$ cat src/flh_pkg.sv
// shared constants and types for the huge page entry decoder
package flh_pkg;

    // -------------------------------------------------------------
    // entry geometry
    // -------------------------------------------------------------
    localparam int ENTRY_W = 64;          // width of one paging entry
    localparam int HOST_ADDR_WIDTH = 48;  // host address width, fixed
    localparam int NO_EXECUTE_BIT = 63;   // no_execute_bit position
    localparam int RSVD_HI_MSB = 51;      // top of upper reserved run
    localparam int FRAME_LSB = 30;        // 1-gbyte frame base lsb
    localparam int RSVD_LO_MSB = 29;      // lower reserved run msb
    localparam int RSVD_LO_LSB = 13;      // lower reserved run lsb
    localparam int MEM_ATTR_INDEX_BIT = 12;
    localparam int DIR_LSB = 12;          // next-level table base lsb
    localparam int EXT_USED_BIT = 10;     // extended_used_flag
    localparam int GLOBAL_BIT = 8;
    localparam int SIZE_SELECT_BIT = 7;
    localparam int DIRTY_BIT = 6;
    localparam int ACCESSED_BIT = 5;
    localparam int CACHE_OFF_BIT = 4;
    localparam int WRITE_THRU_BIT = 3;
    localparam int USER_SUP_BIT = 2;
    localparam int READ_WRITE_BIT = 1;
    localparam int PRESENT_BIT = 0;

    // -------------------------------------------------------------
    // register map (byte offsets) and values
    // -------------------------------------------------------------
    localparam logic [7:0] OFF_CTRL = 8'h00;      // context enables
    localparam logic [7:0] OFF_CAP = 8'h04;       // capability, read only
    localparam logic [7:0] OFF_ENTRY_LO = 8'h08;  // entry bits 31:0
    localparam logic [7:0] OFF_ENTRY_HI = 8'h0c;  // entry bits 63:32
    localparam logic [7:0] OFF_REQ = 8'h10;       // request attributes
    localparam logic [7:0] OFF_CMD = 8'h14;       // command, write only
    localparam logic [7:0] OFF_STATUS = 8'h18;    // decode result
    localparam logic [7:0] OFF_ADDR_LO = 8'h1c;   // output address low
    localparam logic [7:0] OFF_ADDR_HI = 8'h20;   // output address high
    localparam int CMD_GO_BIT = 0;                // starts one decode
    localparam logic HUGE_PAGE_CAPABILITY = 1'b1; // huge_page_capability
    localparam logic EXTENDED_USED_SUPPORTED = 1'b1;
    localparam logic [31:0] RDATA_IDLE = 32'h0000_0000;

    // -------------------------------------------------------------
    // types
    // -------------------------------------------------------------
    typedef struct packed {
        logic [7:0] addr;
        logic [31:0] wdata;
        logic wr;
        logic rd;
    } flh_bus_s;

    // governing extended context, bit 0 is no-exec enforcement
    typedef struct packed {
        logic coherent;
        logic supervisor_write_protect;
        logic global_pages_enable;
        logic extended_used_feature_on;
        logic nested_xlate_enable;
        logic no_exec_enforce_enable;
    } flh_ctx_s;

    // request attributes, bit 0 is user privilege
    typedef struct packed {
        logic exec;
        logic write;
        logic user;
    } flh_req_s;

    typedef struct packed {
        logic huge;
        logic next_level;
        logic not_present;
        logic rsvd_fault;
        logic global_page;
        logic nested;
        logic memtype_valid;
        logic [2:0] memtype;
        logic [63:0] addr;
    } flh_dec_s;

    typedef struct packed {
        logic user_deny;
        logic write_deny;
        logic exec_deny;
        logic granted;
    } flh_perm_s;

    // status register layout, bit 0 is busy
    typedef struct packed {
        logic [15:0] zero;
        logic [2:0] memtype;
        logic memtype_valid;
        logic nested;
        logic global_page;
        logic granted;
        logic exec_deny;
        logic write_deny;
        logic user_deny;
        logic rsvd_fault;
        logic not_present;
        logic next_level;
        logic huge;
        logic done;
        logic busy;
    } flh_status_s;

    typedef enum logic [1:0] {
        FLH_IDLE = 2'b00,
        FLH_CHECK = 2'b01,
        FLH_UPDATE = 2'b11
    } flh_state_e;

endpackage

$ cat src/flh_fields.sv
// field extraction of one first-level paging entry
`timescale 1ns/1ps
module flh_fields (
    input wire logic [63:0] entry,
    input flh_pkg::flh_ctx_s ctx,
    output flh_pkg::flh_dec_s dec
);
    import flh_pkg::*;

    // -------------------------------------------------------------
    // decode, pure combinational
    // -------------------------------------------------------------
    always_comb begin
        dec = '0;
        dec.not_present = ~entry[PRESENT_BIT];
        // size bit picks page or table
        dec.huge = entry[PRESENT_BIT] & entry[SIZE_SELECT_BIT];
        dec.next_level = entry[PRESENT_BIT] & ~entry[SIZE_SELECT_BIT];
        dec.rsvd_fault = dec.huge & ((|entry[RSVD_HI_MSB:HOST_ADDR_WIDTH])
                         | (|entry[RSVD_LO_MSB:RSVD_LO_LSB]));
        if (dec.huge) begin
            dec.addr[HOST_ADDR_WIDTH-1:FRAME_LSB] = entry[HOST_ADDR_WIDTH-1:FRAME_LSB];
        end else if (dec.next_level) begin
            // table base for the next walk step
            dec.addr[HOST_ADDR_WIDTH-1:DIR_LSB] = entry[HOST_ADDR_WIDTH-1:DIR_LSB];
        end
        dec.nested = entry[PRESENT_BIT] & ctx.nested_xlate_enable;
        dec.global_page = dec.huge & ctx.global_pages_enable & entry[GLOBAL_BIT];
        if (dec.huge && ctx.coherent) begin
            dec.memtype_valid = 1'b1;
            dec.memtype = {entry[MEM_ATTR_INDEX_BIT], entry[CACHE_OFF_BIT],
                           entry[WRITE_THRU_BIT]};
        end
    end

endmodule

$ cat src/flh_perm.sv
// permission check against one 1-gbyte page entry
`timescale 1ns/1ps
module flh_perm (
    input wire logic [63:0] entry,
    input flh_pkg::flh_ctx_s ctx,
    input flh_pkg::flh_req_s req,
    input flh_pkg::flh_dec_s dec,
    output flh_pkg::flh_perm_s perm
);
    import flh_pkg::*;

    // -------------------------------------------------------------
    // access rights, pure combinational
    // -------------------------------------------------------------
    always_comb begin
        perm = '0;
        perm.user_deny = req.user & ~entry[USER_SUP_BIT];
        perm.write_deny = req.write & ~entry[READ_WRITE_BIT]
                          & (req.user | ctx.supervisor_write_protect);
        perm.exec_deny = req.exec & ctx.no_exec_enforce_enable & entry[NO_EXECUTE_BIT];
        // only a clean huge mapping can grant
        perm.granted = dec.huge & ~dec.rsvd_fault & ~perm.user_deny
                       & ~perm.write_deny & ~perm.exec_deny;
    end

endmodule

$ cat src/flh_top.sv
// register-driven decoder for first-level entries mapping 1-gbyte pages
//
// Strobed register access and the placing of the registers are this design's own decisions.
`timescale 1ns/1ps
module flh_top (
    input wire logic clk,
    input wire logic rstn,
    input flh_pkg::flh_bus_s bus,
    output logic [31:0] rdata,
    output logic xlate_done,
    output logic xlate_granted,
    output logic xlate_nested,
    output logic [63:0] xlate_addr
);
    import flh_pkg::*;

    // -------------------------------------------------------------
    // register map, byte offsets on the plain port
    // -------------------------------------------------------------
    // 0x00 context enables, read and write:
    //   b0 no-exec enforcement, b1 nested translation,
    //   b2 extended-used feature, b3 global pages,
    //   b4 supervisor write protection, b5 coherent device
    // 0x04 capability, read only:
    //   b0 huge page support, b1 extended-used support
    // 0x08 entry bits 31:0, 0x0c entry bits 63:32, read and write;
    //   hardware ors the accessed, extended-used and dirty flags in
    // 0x10 request attributes: b0 user, b1 write, b2 execute
    // 0x14 command, write only: b0 starts one decode
    // 0x18 status, read only: b0 busy, b1 done, the rest as in the
    //   status struct, reading zero until a decode has finished
    // 0x1c output address low word, 0x20 high word, read only
    // unmapped offsets read zero and ignore writes
    //
    // sequencer timing, counted from the edge that takes a go write:
    //   edge 0 leaves idle for the check step
    //   edge 1 latches decode and permissions, address output moves
    //   edge 2 sets entry flags, raises done for one cycle
    //   a go seen outside idle is dropped without any indication
    //
    // hazards a user must know:
    //   context, request and entry are read as they stand right after
    //   the go; a context or request write in the check step still steers the flag update
    //   a software write to the entry during the flag update step
    //   lands first, the hardware flags are ored on top of it
    //   result levels drop on the next go, not on a new entry write

    // -------------------------------------------------------------
    // state of the whole block
    // -------------------------------------------------------------
    typedef struct packed {
        flh_state_e st;        // sequencer state
        flh_ctx_s ctx;         // context enables
        logic [63:0] entry;    // entry under test
        flh_req_s req;         // request attributes
        flh_dec_s dec;         // latched decode
        flh_perm_s perm;       // latched permissions
        logic done;            // result valid
        logic done_pulse;      // one cycle at finish
        logic granted;         // granted level, held until next go
        logic nested;          // nested level, held until next go
        logic [31:0] rdata;    // read data, one cycle late
    } flh_top_s;

    flh_top_s q;         // registered state
    flh_top_s d;         // next state
    flh_dec_s dec_w;     // live decode of held entry
    flh_perm_s perm_w;   // live permission result
    flh_status_s stat_w; // status word view
    logic go_w;          // start command seen
    logic busy_w;        // decode in progress
    logic used_w;        // entry used for translation

    // -------------------------------------------------------------
    // helpers
    // -------------------------------------------------------------
    // write strobe aimed at one offset
    function automatic logic wr_hit(input flh_bus_s b, input logic [7:0] off);
        wr_hit = b.wr && (b.addr == off);
    endfunction

    // read strobe aimed at one offset
    function automatic logic rd_hit(input flh_bus_s b, input logic [7:0] off);
        rd_hit = b.rd && (b.addr == off);
    endfunction

    // -------------------------------------------------------------
    // decode datapath
    // -------------------------------------------------------------
    // field extraction from held entry
    flh_fields u_fields (
        .entry(q.entry),
        .ctx(q.ctx),
        .dec(dec_w)
    );

    // access rights from held entry
    flh_perm u_perm (
        .entry(q.entry),
        .ctx(q.ctx),
        .req(q.req),
        .dec(dec_w),
        .perm(perm_w)
    );

    // -------------------------------------------------------------
    // status view
    // -------------------------------------------------------------
    // sequencer is busy outside idle
    assign busy_w = (q.st != FLH_IDLE);

    // start command bit on command write
    assign go_w = wr_hit(bus, OFF_CMD) && bus.wdata[CMD_GO_BIT];

    // used means mapped without reserved fault
    assign used_w = q.dec.huge & ~q.dec.rsvd_fault;

    // assemble status word
    always_comb begin
        stat_w = '0;
        stat_w.busy = busy_w;
        stat_w.done = q.done;
        // results only meaningful once done
        if (q.done) begin
            stat_w.huge = q.dec.huge;
            stat_w.next_level = q.dec.next_level;
            stat_w.not_present = q.dec.not_present;
            stat_w.rsvd_fault = q.dec.rsvd_fault;
            stat_w.user_deny = q.perm.user_deny;
            stat_w.write_deny = q.perm.write_deny;
            stat_w.exec_deny = q.perm.exec_deny;
            stat_w.granted = q.perm.granted;
            stat_w.global_page = q.dec.global_page;
            stat_w.nested = q.dec.nested;
            stat_w.memtype_valid = q.dec.memtype_valid;
            stat_w.memtype = q.dec.memtype;
        end
    end

    // -------------------------------------------------------------
    // next state
    // -------------------------------------------------------------
    always_comb begin
        d = q;
        d.done_pulse = 1'b0;
        d.rdata = RDATA_IDLE;

        // read mux, answered in the next cycle
        if (rd_hit(bus, OFF_CTRL)) begin
            // context enables
            d.rdata[$bits(flh_ctx_s)-1:0] = q.ctx;
        end else if (rd_hit(bus, OFF_CAP)) begin
            d.rdata[0] = HUGE_PAGE_CAPABILITY;
            d.rdata[1] = EXTENDED_USED_SUPPORTED;
        end else if (rd_hit(bus, OFF_ENTRY_LO)) begin
            // entry low word, shows updated flags
            d.rdata = q.entry[31:0];
        end else if (rd_hit(bus, OFF_ENTRY_HI)) begin
            // entry high word
            d.rdata = q.entry[63:32];
        end else if (rd_hit(bus, OFF_REQ)) begin
            // request attributes
            d.rdata[$bits(flh_req_s)-1:0] = q.req;
        end else if (rd_hit(bus, OFF_STATUS)) begin
            // decode result and busy
            d.rdata = stat_w;
        end else if (rd_hit(bus, OFF_ADDR_LO)) begin
            // output address low word
            d.rdata = q.dec.addr[31:0];
        end else if (rd_hit(bus, OFF_ADDR_HI)) begin
            // output address high word
            d.rdata = q.dec.addr[63:32];
        end else begin
            // unmapped or no read reads as zero
            d.rdata = RDATA_IDLE;
        end

        // software writes
        if (wr_hit(bus, OFF_CTRL)) begin
            // context enables
            d.ctx = flh_ctx_s'(bus.wdata[$bits(flh_ctx_s)-1:0]);
        end else if (wr_hit(bus, OFF_ENTRY_LO)) begin
            // entry low word
            d.entry[31:0] = bus.wdata;
        end else if (wr_hit(bus, OFF_ENTRY_HI)) begin
            // entry high word
            d.entry[63:32] = bus.wdata;
        end else if (wr_hit(bus, OFF_REQ)) begin
            // request attributes
            d.req = flh_req_s'(bus.wdata[$bits(flh_req_s)-1:0]);
        end

        // sequencer, after writes so hardware flag sets win
        case (q.st)
            FLH_IDLE: begin
                // start only from idle, go while busy is dropped
                if (go_w) begin
                    d.done = 1'b0;
                    // result levels drop with the go
                    d.granted = 1'b0;
                    d.nested = 1'b0;
                    d.st = FLH_CHECK;
                end
            end
            FLH_CHECK: begin
                d.dec = dec_w;
                d.perm = perm_w;
                d.st = FLH_UPDATE;
            end
            FLH_UPDATE: begin
                if (used_w) begin
                    d.entry[ACCESSED_BIT] = 1'b1;
                end
                if (used_w && EXTENDED_USED_SUPPORTED && q.ctx.extended_used_feature_on) begin
                    d.entry[EXT_USED_BIT] = 1'b1;
                end
                if (q.perm.granted && q.req.write) begin
                    d.entry[DIRTY_BIT] = 1'b1;
                end
                d.done = 1'b1;
                d.done_pulse = 1'b1;
                // result levels rise beside the done pulse
                d.granted = q.perm.granted;
                d.nested = q.dec.nested;
                d.st = FLH_IDLE;
            end
            default: begin
                // unused code, recover to idle
                d.st = FLH_IDLE;
            end
        endcase
    end

    // -------------------------------------------------------------
    // state register
    // -------------------------------------------------------------
    always_ff @(posedge clk or negedge rstn) begin
        if (!rstn) begin
            q <= '0;
        end else begin
            q <= d;
        end
    end

    // -------------------------------------------------------------
    // outputs, straight from flops
    // -------------------------------------------------------------
    assign rdata = q.rdata;
    assign xlate_done = q.done_pulse;
    assign xlate_granted = q.granted;
    assign xlate_nested = q.nested;
    assign xlate_addr = q.dec.addr;

endmodule

$ cat config.mk
export PLATFORM = sky130hd
export DESIGN_NAME = flh_top
export DESIGN_NICKNAME = d
export VERILOG_FILES = /design/src/flh_pkg.sv /design/src/flh_fields.sv /design/src/flh_perm.sv /design/src/flh_top.sv
export SDC_FILE = /design/constraint.sdc
export NUM_CORES = 1
export LEC_CHECK = 0
export BUFFER_PORTS_ARGS = -buffer_cell sky130_fd_sc_hd__buf_4
export CAP_MARGIN = 15
export CELL_PAD_IN_SITES_DETAIL_PLACEMENT = 0
export CELL_PAD_IN_SITES_GLOBAL_PLACEMENT = 2
export CORE_UTILIZATION = 32
export DETAILED_ROUTE_END_ITERATION = 8
export GPL_ROUTABILITY_DRIVEN = 0
export PLACE_DENSITY = 0.72
export RECOVER_POWER = 50
export SYNTH_ARGS = -nofsm -noshare
export SYNTH_HDL_FRONTEND = slang
export SYNTH_SLANG_ARGS = --single-unit
$ cat constraint.sdc
create_clock -name clk -period 1.86 [get_ports clk]
set_clock_uncertainty 0.1 [all_clocks]
set_input_delay 0.093 -clock clk [delete_from_list [all_inputs] [get_ports clk]]
set_output_delay 0.093 -clock clk [all_outputs]
set_load 0.005 [all_outputs]
==> results of run 1 <==
## final cells by class
cell class | count | area, sq um
fill | 2387 | 14200
sequential | 161 | 4030
multi-input combinational | 460 | 3130
timing repair buffer | 232 | 1900
clock buffer | 20 | 457
tap | 324 | 405
clock inverter | 12 | 123
inverter | 8 | 30.0
## flip-flops by register name, summed over array words and instances, names as in the netlist
signal and count:
xlate_addr 36, xlate_granted 1, xlate_nested 1, xlate_done 1, q 90, rdata 32
## worst paths after layout
path / from / to / slack, ps / cells after the start
worst max-delay path: q[142]$_DFFE_PN0P_ / q[110]$_DFFE_PN0P_ / 20 / 3
worst min-delay path: bus[41] / rdata[1]$_DFF_PN0_ / 40 / 5
worst max register to register: q[142]$_DFFE_PN0P_ / q[110]$_DFFE_PN0P_ / 20 / 3
worst min register to register: q[111]$_DFFE_PN0P_ / q[111]$_DFFE_PN0P_ / 390 / 2
max in group asynchronous: rstn / q[148]$_DFFE_PN0P_ / 290 / 3
min in group asynchronous: rstn / rdata[22]$_DFF_PN0_ / 250 / 2
## power breakdown
group | switching [uW] | leakage, uW | internal, uW | total, uW
combinational | 421 | 0.00245 | 396 | 816
clock | 1510 | 0.000273 | 1940 | 3450
sequential | 100 | 0.00221 | 3620 | 3720
total | 2030 | 0.00494 | 5960 | 7990
## stage by stage
step                worst slack, ps  TNS, ps  hold slack (ps)  cells
floorplan                      32.1        0             -303    770
global placement               -360   -21110            -66.7   1147
detailed placement             -361   -22160            -61.0   1147
CTS                            5.68        0             6.64   1216
global route                  -13.4    -20.7             52.2   1217
finish                         24.4        0             38.1   1217
## cells in the mapped netlist (all sizes together) (5+ instances only)
| cell | instances |
|---|---|
| nor3 | 12 |
| a22o | 19 |
| inv | 8 |
| nor4 | 9 |
| nand2 | 102 |
| a21o | 8 |
| nor2 | 28 |
| o22ai | 5 |
| nand4 | 8 |
| buf | 106 |
| a21oi | 16 |
| nand2b | 8 |
| o221ai | 11 |
| a22oi | 16 |
| clkbuf | 35 |
| o21ai | 51 |
| dfrtp | 161 |
| nand3 | 11 |
| a32o | 5 |
| mux2 | 75 |
## layer usage
| layer | wire length [um] | vias up | GRT usage, % |
|---|---|---|---|
| li1 | - | 2782 | - |
| met1 | 10500 | 2976 | 25.3 |
| met2 | 10800 | 187 | 28.8 |
| met3 | 992 | 27 | 3.32 |
| met4 | 445 | 0 | 7.26 |
| met5 | 0 | - | 0 |
## worst max-delay path: stages (launching register included)
cell                      delay, ps
sky130_fd_sc_hd__dfrtp_1        380
sky130_fd_sc_hd__or4_1          510
sky130_fd_sc_hd__or4_4          540
sky130_fd_sc_hd__a22o_1         200
## cell families after synthesis
group                  after synthesis  synth area share, %
and+or+nand+nor                    204                 12.4
DFF                                161                 50.6
AOI/OAI and AO/OA                  150                 12.8
buffers and inverters              149                 11.9
muxes                               78                 12.3
other                                1               0.0471
## timing repair
| item | in CTS | in global routing |
|---|---|---|
| pin swaps | 3 | 2 |
| gates resized for setup | 2 | 7 |
| setup buffers | 1 | 1 |
| hold buffers | 36 | 0 |
| setup endpoints to repair | 2 | 35 |
| hold endpoints to repair | 238 | 0 |
==> flow_metrics.tcl, run 1 <==
set metrics [dict create \
    outcome "finished, final reports clean" \
    mappedNetlistArea_sq_um 7960 \
    worst_margin_pin_slew_ps 964 \
    grt_first_pass_wirelength_um 35600 \
    layout-area-overhead-vs-synth_pct 26.6 \
    grt.total_usage_pct 18.4 \
    fp.coreArea_sq_um 24300 \
    portBuffers 114 \
    synth.top_cell.area_share_pct 50.6 \
    synth_cells 743 \
    grt_antenna_before_repair 0 \
    synth_warnings 0 \
    number_of_buffers_added_by_the_clock_tree_synthesis_step 17 \
    final_layout_size_suffix_gt1_share_pct 35.6 \
    critPathRequiredTime_ps 2080 \
    asyncSetResetFlopFracSynth_pct 100 \
    leading_cell_type_in_the_layout_fill_and_taps_excluded "sky130_fd_sc_hd__dfrtp_1" \
    crit_type "reg -> reg" \
    critical_path.max_fanout 2 \
    finalMaxSlewViolations 0 \
    chipHeight_um 160 \
    worst_hold_path_type "in -> reg" \
    fin_crit_ps 1840 \
    setup_viol 0 \
    detailed_place_hpwl_um 16300 \
    synth_ff_type "sky130_fd_sc_hd__dfrtp_1" \
    cts.sink_count 161 \
    most-common-layout-cells "sky130_fd_sc_hd__dfrtp_1 (161), sky130_fd_sc_hd__buf_4 (153), sky130_fd_sc_hd__nand2_1 (102), sky130_fd_sc_hd__o21ai_0 (51), sky130_fd_sc_hd__mux2_2 (48)" \
    max_freq_mhz 545 \
    final_net_count 924 \
    maximum_number_of_pins_on_one_net_before_global_route_repair 49 \
    synth_cell_type_count 52 \
    power_density_over_the_cells_nw_per_um2 793 \
    die_width_um 160 \
    via_per_inst 4.91 \
    cts_max_level 4 \
    maxCapViolCount 0 \
    slew-limit-headroom_pct 35.7 \
    clk_latency_ps 430 \
    worstSetupEndpointType "register" \
    synth_sequential_area_ratio_pct 50.6 \
    initialDrtViolationCount 341 \
    power.ir.vdd_worst_v 0.000411 \
    ranking_of_synthesized_cells_by_area "sky130_fd_sc_hd__dfrtp_1 (51%), sky130_fd_sc_hd__buf_4 (9.1%), sky130_fd_sc_hd__mux2_2 (6.8%)" \
    std_cell_rows 57 \
    placed_cell_area_sq_um 9130 \
    ant_nets 0 \
    dieArea_sq_um 25500 \
    io_pins 143 \
    post-route-period-util_pct 98.7 \
    cts-root-to-sink-buffers 2 \
    routed-via-count 5972 \
    largest_area_contributor_in_the_netlist "sky130_fd_sc_hd__dfrtp_1" \
    cts.root.buffer_cell "sky130_fd_sc_hd__clkbuf_16" \
    initial_core_util_pct 32.7 \
    diodes 0 \
    rsz0062_at_grt "true" \
    cts_tree "built" \
    hold_viol_final 0 \
    first_pass_iters 4 \
    ys_seq_elements 161 \
    p_leak_uw 0.00494 \
    drc_errors 0 \
    start_kind "register" \
    routedWlPerCell_um 18.7 \
    grt_overflow_total 0 \
    total_power_uw 7990 \
    synth-edff-count 0 \
    fin_area_sq_um 10100 \
    final_core_utilization_pct 41.4 \
    crit_arrival_ps 2050 \
    clkSlewWorstSetupHoldPaths_ps 60 \
    wirelength_um 22700 \
    postSynthAreaPerCell_sq_um 10.7 \
    via_count_of_the_first_global_routing_pass 6032 \
]
No activity file was read; power rests on OpenSTA's default activity.
==> run 2: changes to the inputs <==
Settings changed: CORE_UTILIZATION 32 to 35, PLACE_DENSITY 0.72 to 0.75, SYNTH_HIERARCHICAL from default to 1.
==> flow_metrics.tcl, run 2 <==
set metrics [dict create \
    grt.total_usage_pct 19.8 \
    regToRegStartpoint "q[145]$_DFFE_PN0P_" \
    power_density_over_the_cells_nw_per_um2 793 \
    critical_path.max_fanout 2 \
    critical_path.startpoint "q[145]$_DFFE_PN0P_" \
    crit_arrival_ps 2180 \
    drc_errors 0 \
    synth_cell_type_count 56 \
    io_pins 143 \
    placed_cell_area_sq_um 10800 \
    postSynthAreaPerCell_sq_um 11.6 \
    cts-root-to-sink-buffers 2 \
    max_freq_mhz 524 \
    setup_total_negative_slack_ps -49.0 \
    portBuffers 142 \
    flip_flop_count_of_the_largest_register_after_layout 90 \
    crit_type "reg -> reg" \
    setup_viol 1 \
    clkSlewWorstSetupHoldPaths_ps 70 \
    synth_ff_type "sky130_fd_sc_hd__dfrtp_1" \
    routedWlPerCell_um 20.6 \
    critical_path_buf_inv_count 0 \
    asyncSetResetFlopFracSynth_pct 100 \
    initial_core_util_pct 35.7 \
    ant_nets 0 \
    fp.coreArea_sq_um 27000 \
    final_net_count 995 \
    synth-edff-count 0 \
    diodes 0 \
    outcome "complete, but fails checks" \
    rsz0062_at_grt "true" \
    power.ir.vdd_worst_v 0.000548 \
    cp_cell_sequence "or4_1 -> o41a_1 -> nand2b_1 -> nor4_2 -> mux2_2" \
    cts.sink_count 189 \
    initialDrtViolationCount 457 \
    cts_max_level 4 \
    slew-limit-headroom_pct 17.0 \
    synth_most_common_cell "sky130_fd_sc_hd__dfrtp_1" \
    clk_latency_ps 440 \
    routed-via-count 6623 \
    first_pass_iters 5 \
    wirelength_um 26900 \
    min_from "bus[39]" \
    layout_setup_ws_ps -49.0 \
    worst_path_max_delay_cell "sky130_fd_sc_hd__or4_1" \
    maximum_number_of_pins_on_one_net_before_global_route_repair 44 \
    ys_seq_elements 189 \
    finalMaxSlewViolations 0 \
    worst_hold_path_type "in -> reg" \
    grt_antenna_before_repair 0 \
    fin_crit_ps 1910 \
    critPathRequiredTime_ps 2130 \
    number_of_buffers_added_by_the_clock_tree_synthesis_step 17 \
    synth_cells 832 \
    layout-area-overhead-vs-synth_pct 20.9 \
    start_kind "register" \
    dieArea_sq_um 28100 \
    synth_warnings 6 \
    via_count_of_the_first_global_routing_pass 6876 \
    detailed_place_hpwl_um 19100 \
    die_width_um 168 \
    std_cell_rows 60 \
    leading_cell_type_in_the_layout_fill_and_taps_excluded "sky130_fd_sc_hd__dfrtp_1" \
    cts_tree "built" \
    crit_family "simple AND/OR/NAND/NOR gates" \
    maxCapViolCount 0 \
    final_layout_size_suffix_gt1_share_pct 38.2 \
    grt_overflow_total 0 \
    fin_area_sq_um 11600 \
    largest_register "q" \
    violated_checks "setup timing" \
    synth.cells.most_frequent "sky130_fd_sc_hd__dfrtp_1 (189), sky130_fd_sc_hd__buf_4 (129), sky130_fd_sc_hd__mux2_2 (117)" \
    synth.top_cell.area_share_pct 49.2 \
    ranking_of_synthesized_cells_by_area "sky130_fd_sc_hd__dfrtp_1 (49%), sky130_fd_sc_hd__mux2_2 (14%), sky130_fd_sc_hd__buf_4 (10%)" \
    most-common-layout-cells "sky130_fd_sc_hd__dfrtp_1 (189), sky130_fd_sc_hd__buf_4 (150), sky130_fd_sc_hd__mux2_2 (117), sky130_fd_sc_hd__a21oi_1 (43), sky130_fd_sc_hd__and2_1 (42)" \
    hold_viol_final 0 \
    grt_first_pass_wirelength_um 42100 \
    worst_margin_pin_slew_ps 1250 \
    largest_area_contributor_in_the_netlist "sky130_fd_sc_hd__dfrtp_1" \
    mappedNetlistArea_sq_um 9610 \
    via_per_inst 5.08 \
    cts.root.buffer_cell "sky130_fd_sc_hd__clkbuf_16" \
    worstSetupEndpointType "register" \
    p_leak_uw 0.00561 \
    r2r_slack_ps -50 \
    post-route-period-util_pct 103 \
    chipHeight_um 168 \
    final_core_utilization_pct 43.1 \
    synth_sequential_area_ratio_pct 49.2 \
    critPathMaxStageDelay_ps 540 \
]
## run 2: what timing repair did
| action | 4_1_cts | 5_1_grt |
|---|---|---|
| hold buffers | 33 | 0 |
| endpoints found under the hold margin | 263 | 0 |
| setup endpoints to repair | 1 | 2 |
| gates cloned | 0 | 0 |
| resized for setup | 0 | 1 |
| buffers inserted | 0 | 0 |
## run 2: layout make-up
| cell class | count | area (sq um) |
|---|---|---|
| well taps | 341 | 427 |
| multi-input cells | 488 | 3750 |
| clock buffers | 20 | 467 |
| flip-flops and latches | 189 | 4730 |
| fillers | 2619 | 15300 |
| repair buffers | 245 | 2060 |
| inverters | 10 | 37.5 |
| clock inverters | 12 | 149 |
## run 2: layer usage
metal | track usage (%) | vias up | share of wire [%]
met5 | 0 | - | 0
met4 | 4.47 | 0 | 1.1
met3 | 3.52 | 18 | 3.7
met2 | 31.2 | 166 | 47
met1 | 28.3 | 3369 | 48
li1 | - | 3070 | -
## run 2: path summary, 6_finish.rpt
check                                              to  cells after the start
setup / recovery                    q[36]$_DFFE_PN0P_                      5
setup reg to reg                    q[36]$_DFFE_PN0P_                      5
min in group asynchronous  xlate_addr[11]$_DFFE_PN0P_                      2
hold / removal                     rdata[1]$_DFF_PN0_                      4
hold reg to reg                    q[128]$_DFFE_PN0P_                      1
max in group asynchronous  xlate_addr[36]$_DFFE_PN0P_                      3
## run 2: tightest hold or removal path, cell delays in order
cell and delay, ps:
sky130_fd_sc_hd__buf_4 120, sky130_fd_sc_hd__buf_4 190, sky130_fd_sc_hd__nand4_1 80, sky130_fd_sc_hd__a31oi_1 90
## run 2: metrics by stage
step / cells / setup slack (ps) / power (uW) / hold slack [ps]
after floorplan: 859 / 30.2 / 4990 / -303
after global placement: 1240 / -2.92 / 5420 / -22.8
after detailed placement: 1240 / -33.9 / 5430 / -23.2
after CTS: 1305 / -53.8 / 9330 / 9.88
after global routing: 1305 / -123 / 9600 / 106
final: 1305 / -49.0 / 9210 / 94.2
## run 2: cells by family (layout without fill, tap and decap cells)
family	after synthesis	after routing	share of synthesized area [%]
AOI/OAI and AO/OA	165	165	11.6
buffers and inverters	182	287	12.9
DFF	189	189	49.2
muxes	148	148	17.3
other	1	28	0.0390
and+or+nand+nor	147	147	8.98
## run 2: power by group
part           leakage (uW)  internal, uW  switching (uW)
Sequential          0.00252          4270             145
Clock              0.000294          2130            1700
Combinational       0.00280           484             476
Total               0.00561          6890            2320
